### config.mk
export PLATFORM = sky130hd
export DESIGN_NAME = gdc_config_status_regs
export DESIGN_NICKNAME = d
export VERILOG_FILES = /design/src/rtl/gdc_pkg.sv /design/src/rtl/gdc_flag_cell.sv /design/src/rtl/gdc_config_status_regs.sv
export SDC_FILE = /design/constraint.sdc
export NUM_CORES = 1
export LEC_CHECK = 0
export ABC_AREA = 1
export BUFFER_PORTS_ARGS = -buffer_cell sky130_fd_sc_hd__buf_2
export CAP_MARGIN = 20
export CORE_MARGIN = 2
export CORE_UTILIZATION = 37
export DETAILED_ROUTE_END_ITERATION = 6
export PLACE_DENSITY_LB_ADDON = 0.25
export SYNTH_ARGS = -nofsm -noshare
export SYNTH_HDL_FRONTEND = slang
export SYNTH_HIERARCHICAL = 1
export SYNTH_SLANG_ARGS = --single-unit
### constraint.sdc
create_clock -name sys_clk -period 2.2 [get_ports sys_clk]
set_input_delay 0.22 -clock sys_clk [delete_from_list [all_inputs] [get_ports sys_clk]]
set_output_delay 0.22 -clock sys_clk [all_outputs]
set_load 0.05 [all_outputs]
### src/rtl/gdc_pkg.sv
// Package of register offsets, field positions, reset values and gain codes for the gate driver register bank.
package gdc_pkg;

    // Register indices on the serial register port.
    localparam logic [6:0] GLOBAL_CONFIGURATION_ADDR = 7'h00;
    localparam logic [6:0] GLOBAL_STATUS_FLAGS_ADDR  = 7'h01;

    // Configuration field positions.
    localparam int CFG_FAULT_MODE_BIT   = 2;
    localparam int CFG_GAIN_LSB         = 4;
    localparam int CFG_AMP_OFF_BIT      = 6;
    localparam int CFG_TEST_MODE_BIT    = 7;
    localparam int CFG_USED_WIDTH       = 8;

    // Writable bits of the configuration word: bits 2 and 7:4.
    localparam logic [7:0]  CFG_WRITE_MASK  = 8'hF4;
    localparam logic [31:0] CFG_RESET_VALUE = 32'h0000_0000;

    // Status flag positions.
    localparam int STS_RESET_BIT     = 0;
    localparam int STS_PREWARN_BIT   = 1;
    localparam int STS_OT_BIT        = 2;
    localparam int STS_PUMP_UV_BIT   = 3;
    localparam int STS_WIDTH         = 4;

    // Status reset value: only the chip-reset flag is set after reset.
    localparam logic [3:0] STS_RESET_VALUE = 4'h1;

    // Flags that a low-then-high cycle of the enable pin clears.
    localparam logic [3:0] STS_ENABLE_CYCLE_MASK = 4'hC;

    // Gain factors delivered to the sense amplifiers.
    localparam logic [4:0] GAIN_X5  = 5'h05;
    localparam logic [4:0] GAIN_X10 = 5'h0A;
    localparam logic [4:0] GAIN_X20 = 5'h14;

endpackage

### src/rtl/gdc_flag_cell.sv
// One latched status flag with set priority over clear.
`timescale 1ns/1ps
module gdc_flag_cell #(
    parameter logic RESET_VALUE = 1'b0
) (
    input  wire logic sys_clk,
    input  wire logic rst_b,
    input  wire logic setEvt,
    input  wire logic clrReq,
    output logic      flag
);

    // Next value of the flag.
    logic flagNxt;

    // A set in the same cycle as a clear keeps the flag set.
    always_comb
    begin
        flagNxt = flag;
        if (clrReq)
        begin
            flagNxt = 1'b0;
        end
        if (setEvt)
        begin
            flagNxt = 1'b1;
        end
    end

    // The flag register itself.
    always_ff @(posedge sys_clk or negedge rst_b)
    begin
        if (!rst_b)
        begin
            flag <= RESET_VALUE;
        end
        else
        begin
            flag <= flagNxt;
        end
    end
endmodule

### src/rtl/gdc_config_status_regs.sv
// Global configuration and status register bank of a three-phase gate driver.
// What this block does
// - Fault mode picks continuous or per-event fault
// - Gain field selects five, ten or twenty
// - Bit six powers down sense amplifiers
// - Test bit turns enable pin into test
// - Configuration bits above seven are unused
// - Writing one clears flag, zero keeps
// - Enable pin cycle clears flags except two
// - Clearing short flag never re-enables MOSFET
// - Chip reset sets flag, registers reset
// - Reset flag clears only with enable high
// - Prewarning flag latches, takes no action
// - Overtemperature clear refused while still hot
// - Overtemperature flag ORed into status pin
`timescale 1ns/1ps
module gdc_config_status_regs (
    input  wire logic        sys_clk,
    input  wire logic        rst_b,
    // Register port from the serial interface.
    input  wire logic        regWrEn,
    input  wire logic [6:0]  regAddr,
    input  wire logic [31:0] regWrData,
    output logic [31:0]      regRdData,
    // Driver enable pin level.
    input  wire logic        drvEnable,
    // Dead-time setting, low two bits pick the test source.
    input  wire logic [1:0]  deadTimeSetting,
    // Protection events from the analog side.
    input  wire logic        bridgeShutdown,
    input  wire logic        overcurrentAction,
    input  wire logic        overtempShutdown,
    input  wire logic        overtempAbove,
    input  wire logic        prewarnEvent,
    input  wire logic        pumpUndervoltage,
    input  wire logic        statusIn,
    // Controls to the analog side.
    output logic             faultOut,
    output logic [4:0]       senseGain,
    output logic             ampPowerDown,
    output logic             testOutEnable,
    output logic [1:0]       testSelect,
    output logic             statusOut,
    // Short flag clearing never touches the gate drive; exported for reference.
    output logic             shortClearGate
);

    // Stored configuration bits, upper bits unused.
    logic [7:0] cfg_r;
    logic [7:0] cfg_nxt;
    // Enable pin history to find a low-then-high cycle.
    logic       enPrev_r;
    logic       enPrev_nxt;
    logic       sawLow_r;
    logic       sawLow_nxt;
    // Per-flag set and clear requests.
    logic [3:0] stsSet;
    logic [3:0] stsClr;
    logic [3:0] sts;
    logic       enCycle;
    logic       wrCfg;
    logic       wrSts;

    // Decodes the gain code into a factor.
    function automatic logic [4:0] gainOf(input logic [1:0] code);
        unique case (code)
            2'h0:    gainOf = gdc_pkg::GAIN_X5;
            2'h1:    gainOf = gdc_pkg::GAIN_X10;
            2'h2:    gainOf = gdc_pkg::GAIN_X10;
            2'h3:    gainOf = gdc_pkg::GAIN_X20;
        endcase
    endfunction

    // Register write decode.
    assign wrCfg = regWrEn && (regAddr == gdc_pkg::GLOBAL_CONFIGURATION_ADDR);
    assign wrSts = regWrEn && (regAddr == gdc_pkg::GLOBAL_STATUS_FLAGS_ADDR);

    // Configuration write keeps only used bits; bits 31:8 are dropped.
    always_comb
    begin
        cfg_nxt = cfg_r;
        if (wrCfg)
        begin
            cfg_nxt = regWrData[7:0] & gdc_pkg::CFG_WRITE_MASK;
        end
    end

    // Enable pin cycle detector: a low level followed by a rising edge.
    always_comb
    begin
        enPrev_nxt = drvEnable;
        sawLow_nxt = sawLow_r;
        if (!drvEnable)
        begin
            sawLow_nxt = 1'b1;
        end
        else if (!enPrev_r)
        begin
            sawLow_nxt = 1'b0;
        end
    end
    assign enCycle = drvEnable && !enPrev_r && sawLow_r;

    // Registered configuration and pin history.
    always_ff @(posedge sys_clk or negedge rst_b)
    begin
        if (!rst_b)
        begin
            cfg_r    <= gdc_pkg::CFG_RESET_VALUE[7:0];
            enPrev_r <= 1'b1;
            sawLow_r <= 1'b0;
        end
        else
        begin
            cfg_r    <= cfg_nxt;
            enPrev_r <= enPrev_nxt;
            sawLow_r <= sawLow_nxt;
        end
    end

    // Flag set events; the chip-reset flag is set only by reset itself.
    always_comb
    begin
        stsSet = 4'h0;
        stsSet[gdc_pkg::STS_PREWARN_BIT] = prewarnEvent;
        stsSet[gdc_pkg::STS_OT_BIT]      = overtempShutdown;
        stsSet[gdc_pkg::STS_PUMP_UV_BIT] = pumpUndervoltage;
    end

    // Clear requests from write-one and from the enable pin cycle.
    always_comb
    begin
        stsClr = 4'h0;
        if (wrSts)
        begin
            stsClr = regWrData[3:0];
        end
        if (enCycle)
        begin
            stsClr = stsClr | gdc_pkg::STS_ENABLE_CYCLE_MASK;
        end
        if (!drvEnable)
        begin
            stsClr[gdc_pkg::STS_RESET_BIT] = 1'b0;
        end
        if (overtempAbove)
        begin
            stsClr[gdc_pkg::STS_OT_BIT] = 1'b0;
        end
    end

    // One latched cell per status flag.
    genvar gi;
    generate
        for (gi = 0; gi < gdc_pkg::STS_WIDTH; gi++)
        begin : g_flag
            gdc_flag_cell #(
                .RESET_VALUE (gdc_pkg::STS_RESET_VALUE[gi])
            ) u_cell (
                .sys_clk (sys_clk),
                .rst_b   (rst_b),
                .setEvt  (stsSet[gi]),
                .clrReq  (stsClr[gi]),
                .flag    (sts[gi])
            );
        end
    endgenerate

    // Read mux; unmapped addresses read zero.
    always_comb
    begin
        regRdData = 32'h0000_0000;
        if (regAddr == gdc_pkg::GLOBAL_CONFIGURATION_ADDR)
        begin
            regRdData[7:0] = cfg_r;
        end
        else if (regAddr == gdc_pkg::GLOBAL_STATUS_FLAGS_ADDR)
        begin
            regRdData[3:0] = sts;
        end
    end

    // Fault output behaviour chosen by the fault-mode bit.
    assign faultOut = cfg_r[gdc_pkg::CFG_FAULT_MODE_BIT] ? (overcurrentAction | bridgeShutdown)
                                                          : bridgeShutdown;
    // Amplifier controls.
    assign senseGain    = gainOf(cfg_r[gdc_pkg::CFG_GAIN_LSB +: 2]);
    assign ampPowerDown = cfg_r[gdc_pkg::CFG_AMP_OFF_BIT];
    // Test output on the enable pin.
    assign testOutEnable = cfg_r[gdc_pkg::CFG_TEST_MODE_BIT];
    assign testSelect    = deadTimeSetting;
    // Status pin combines the overtemperature flag.
    assign statusOut = statusIn | sts[gdc_pkg::STS_OT_BIT];
    // A flag clear gives no turn-on request.
    assign shortClearGate = 1'b0;
endmodule

# After elaboration in Yosys (flattened, before gate mapping)
# Cells that the tools add are included.
# word_totals
reg_bits	11
latch_bits	0
ram_bits	0
mem_bits_ro	0
in_bits	52
out_inout_bits	44
word_cells	42
n_memories	0
# op_classes
n_addsub	0
multipliers	0
n_div	0
order_cmp	0
eq_ne	5
n_shift	0
n_mux	17
n_bitwise	2
reduce_logical	11
# ops
cell	n
2-to-1 mux 4 bit	5
one-hot mux 5 bit (3 select lines)	1
2-to-1 mux 1 bit	11
== test 7 x 1 -> 1 bit, second input constant	1
zero test 7 bit	1
nonzero test 2 bit	3
== test 2 bit, second input constant	2
logical AND 1 bit	4
== test 2 x 1 -> 1 bit, second input constant	1
zero test 2 bit	1
!= test 2 bit, second input constant	1
OR 1 bit	2
OR reduction 2 bit	1
zero test 1 bit	1

# Logic depth before layout (Yosys ltp)
# logic_depth
word_depth	7
mapped_depth	9
mapped_depth_nobuf	9

# By module
# Netlist, hierarchy kept.
# modules_own_cells
module	instances	cells_each	area_each_um2	seq_area_each_um2
gdc_config_status_regs	1	100	724.4	176.4
gdc_flag_cell at g_flag[1].u_cell ...	3	5	40.0	25.0
gdc_flag_cell at g_flag[0].u_cell	1	5	41.3	26.3

# Worst setup path after synthesis
# OpenSTA, ideal clock, no wires.
# synth_path
kind	reg2out
from	reg cfg_r[6]
to	out regRdData[6]
t_arrival_ps	1372
required_time_ps	1980
setup_slack_ps	608
stages_incl_launch_ff	3
n_path_buf	0
cell_sequence	dfrtp_1 > inv_1 > nor2_1
# synth_between
elab_chain_len	1
# synth_rtl
element	line	rtl
start, declared	gdc_config_status_regs.sv:49	logic [7:0] cfg_r;
start signal, assigned	gdc_config_status_regs.sv:109	cfg_r <= gdc_pkg::CFG_RESET_VALUE[7:0];
start signal, assigned	gdc_config_status_regs.sv:115	cfg_r <= cfg_nxt;
2-to-1 mux 4 bit	gdc_config_status_regs.sv:173	if (regAddr == gdc_pkg::GLOBAL_CONFIGURATION_ADDR)
end, declared	gdc_config_status_regs.sv:24	output logic [31:0] regRdData,
# No other way between the ends.

# Worst setup path in the final report
# layout_path
from	reg cfg_r[4]
to	out senseGain[2]
# layout_between
elab_chain_len	3
word_cells_on_any_way	6
cone_classes	eq/ne: 3; mux: 1; reduce/logical: 2
# layout_rtl
element	line	rtl
== test 2 bit or == test 2 x 1 -> 1 bit (tied branches)	gdc_config_status_regs.sv:66	unique case (code)
OR reduction 2 bit (no source line)	--	
one-hot mux 5 bit (3 select lines) (*)	gdc_config_status_regs.sv:66	
end, declared	gdc_config_status_regs.sv:39	output logic [4:0] senseGain,
# Every way passes the cells marked *; elsewhere a longest branch is shown, timed or not.

==> results.yml <==
routing:
  drc: 0
  wl_microns: 1548
  ant_nets: 0
  detailedRoute.firstPassIterationCount: 4
  viasPerCell: 3.822
  vias: 730
  routedWlPerCell_microns: 8.105
  drt_iter0_drc: 10
synthesis:
  yosysWarnings: 6
  synth_top_family_by_area: "buffers and inverters"
  yosysTopAreaCellShare_pct: 25.42
  seq_area_frac_synth_pct: 31.36
  syn_inst: 120
  synth-simple-area-share_pct: 30.08
  ys_ff_latch: 11
  synth_mux_area_share_pct: 0
  synth_compound_area_share_pct: 1.836
  synth_area_leader_cell: "dfrtp_1"
  postSynthAreaPerCell_sq_um: 7.382
  synth_cell_type_count: 19
  synth_xor_area_share_pct: 0
  synth_adder_area_share_pct: 2.825
  synth_top_cells_by_area: "dfrtp_1 25%, buf_4 25%, nand2_1 12%, inv_1 8.5%, dfstp_2 5.9%"
  synth.cell_area_sq_um: 885.9
grt:
  antenna_found_initial: 0
  first_global_vias: 608
  grt_pass1_wl_microns: 2435
  grt_max_degree: 12
  overflow: 0
  grt_usage_pct: 11.94
hold_path:
  hold_class: "input port to flip-flop"
sta:
  timing.final.crit_share_pct: 70.55
  finalSetupViolCount: 0
  finClkSkew_ns: 0.006371
  period_needed_ns: 1.552
  setup-tns-final_ns: 0
  hold_ws_ns: 0.06744
  rsz0062_at_grt: "false"
  final_hold_viol_count: 0
  slew_viol_final: 0
  max_freq_mhz: 644.3
finish:
  nNetsFinal: 218
  syn_to_final_growth_pct: 17.80
  layout_commonest_cell: "buf_2"
  fin_util_pct: 46.72
  diodes: 0
  drive_gt1_share_pct: 34.97
  stdcell_area_sq_mm: 0.001044
  mostFrequentLayoutCells: "42 x buf_2, 28 x nand2_1, 26 x conb_1"
pwr:
  seq_power_share_pct: 37.2
  p_comb_share_pct: 39.6
  total_power_mw: 0.5988
  clock_power_share_pct: 23.3
  p_per_area_mw_per_mm2: 573.9
  leakage_nw: 0.6801
  p_sw_mw: 0.2717
  ir_worst_vdd_v: 0.0003994
  p_sw_share_pct: 45.37
  intPower_mw: 0.3271
clocking:
  clk_pin_slew_ns: 0.07
  htreeDepth: 1
  postCtsSetupBuffers: 0
  cts_max_path_buffers: 2
  root_buffer: "clkbuf_4"
  post_cts_resized: 0
  cts_inserted_buffers: 3
  cts_tree: "yes"
  insertion_delay_ns: 0.27
  cts_sinks: 11
floorplanning:
  die_w_microns: 52.93
  rows: 17
  core_area_sq_mm: 0.002233
  die_area_sq_mm: 0.002802
  initial_core_util_pct: 39.66
  pin_count: 96
  die_height_microns: 52.93
setup_path:
  start_kind: "flip-flop"
  crit_required_ns: 1.98
  r2r_setup_slack_ns: 1.28
  cp_max_fo: 3
  cp-startpoint: "cfg_r[4]$_DFFE_PN0P_"
  critPathBufInv: 3
  critPathTopFamily: "buffers and inverters"
  path_cells: "inv_1 > ha_1 > inv_1 > buf_2"
  regToRegEndpoint: "g_flag[3].u_cell/flag$_DFFE_PN0P_"
  cpPeakStageDelay_ns: 0.37
  crit_cells: 4
  cp-end-kind: "primary output"
  r2r_cells: 5
  setup.worst_path.class: "flip-flop to primary output"
  rr_startpoint: "enPrev_r$_DFF_PN1_"
  cpMostUsedCell: "inv_1"
  cp.arrival_ns: 1.33
  cpMaxStageDelayCell: "dfrtp_1"
  cp-endpoint: "senseGain[2]"
placement:
  hpwl_microns: 1305
  place.gp.congestion: 0.6651
  io_buffer_count: 42
  place_area_sq_mm: 0.001007
status:
  status: "finished clean"
run:
  drv_cap: 0
-- timing repair --
action / CTS / global route
endpoints found under the setup margin: 0 / 0
endpoints found under the hold margin: 9 / 0
hold buffers: 1 / 0
-- cells in the mapped netlist (all sizes together) --
cell     n
nand2   30
buf     29
inv     21
nor2    15
dfrtp    9
nand3    7
dfstp    2
ha       2
a21o     1
a21oi    1
conb     1
nand3b   1
or2      1
-- sequential cells by signal, summed over array words and instances, names as in the netlist --
name / flops
enPrev_r: 1
g_flag.u_cell/flag: 4
sawLow_r: 1
cfg_r: 5
-- stage by stage --
| step | setup WS [ns] | instances |
|---|---|---|
| 3_3_place_gp | 0.8152 | 186 |
| 4_1_cts | 0.6313 | 191 |
| 5_1_grt | 0.5406 | 191 |
| 6_report | 0.6479 | 191 |
| 2_1_floorplan | 0.6078 | 145 |
| 3_5_place_dp | 0.8101 | 186 |
-- worst register-to-register path, cell delays in order, from the launching register on --
cell and delay, ns:
dfstp_2 0.53, nand3b_1 0.13, nand2_1 0.07, inv_1 0.05
nand2_1 0.04, nand2_1 0.05
-- how the worst min path moves through the flow --
stage | from | slack (ns) | depth (start not counted) | to
final | drvEnable | 0.07 | 1 | enPrev_r$_DFF_PN1_
after global routing | drvEnable | 0.05 | 1 | enPrev_r$_DFF_PN1_
after CTS | drvEnable | 0.06 | 1 | enPrev_r$_DFF_PN1_
after detailed placement | rst_b | 0.11 | 1 | g_flag[1].u_cell/flag$_DFFE_PN0P_
after global placement | rst_b | 0.1 | 1 | sawLow_r$_DFFE_PN0P_
after floorplan | rst_b | -0.08 | 0 | cfg_r[2]$_DFFE_PN0P_
-- area by class of cell --
class,instances,area [sq um]
tap,28,35.03
timing repair buffer,43,220.2
fill,238,1190
clock buffer,4,26.28
sequential,11,277.8
inverter,21,78.83
multi-input combinational,84,405.4
-- routing by layer --
metal | share of wire, % | GRT usage [%] | vias to the layer above
met1 | 38 | 13.24 | 308
met2 | 51 | 20.83 | 38
met5 | 0 | 0 | -
met4 | 0.45 | 2.564 | 0
met3 | 11 | 5.367 | 2
li1 | - | - | 382
-- cell families (layout without fill, tap and decap cells) --
family,Yosys count,after routing
simple gates,54,54
other cells,1,26
buf+inv,50,68
flops,11,11
fa+ha+maj,2,2
compound gates,2,2
-- power groups by stage --
stage / registers, mW / clock network [mW] / logic, mW
final: 0.223 / 0.139 / 0.237
after global routing: 0.224 / 0.160 / 0.254
after CTS: 0.223 / 0.147 / 0.237
after detailed placement: 0.227 / 0 / 0.236
after global placement: 0.226 / 0 / 0.234
after floorplan: 0.236 / 0 / 0.232
Note: power is estimated with default switching activity, not from simulation.
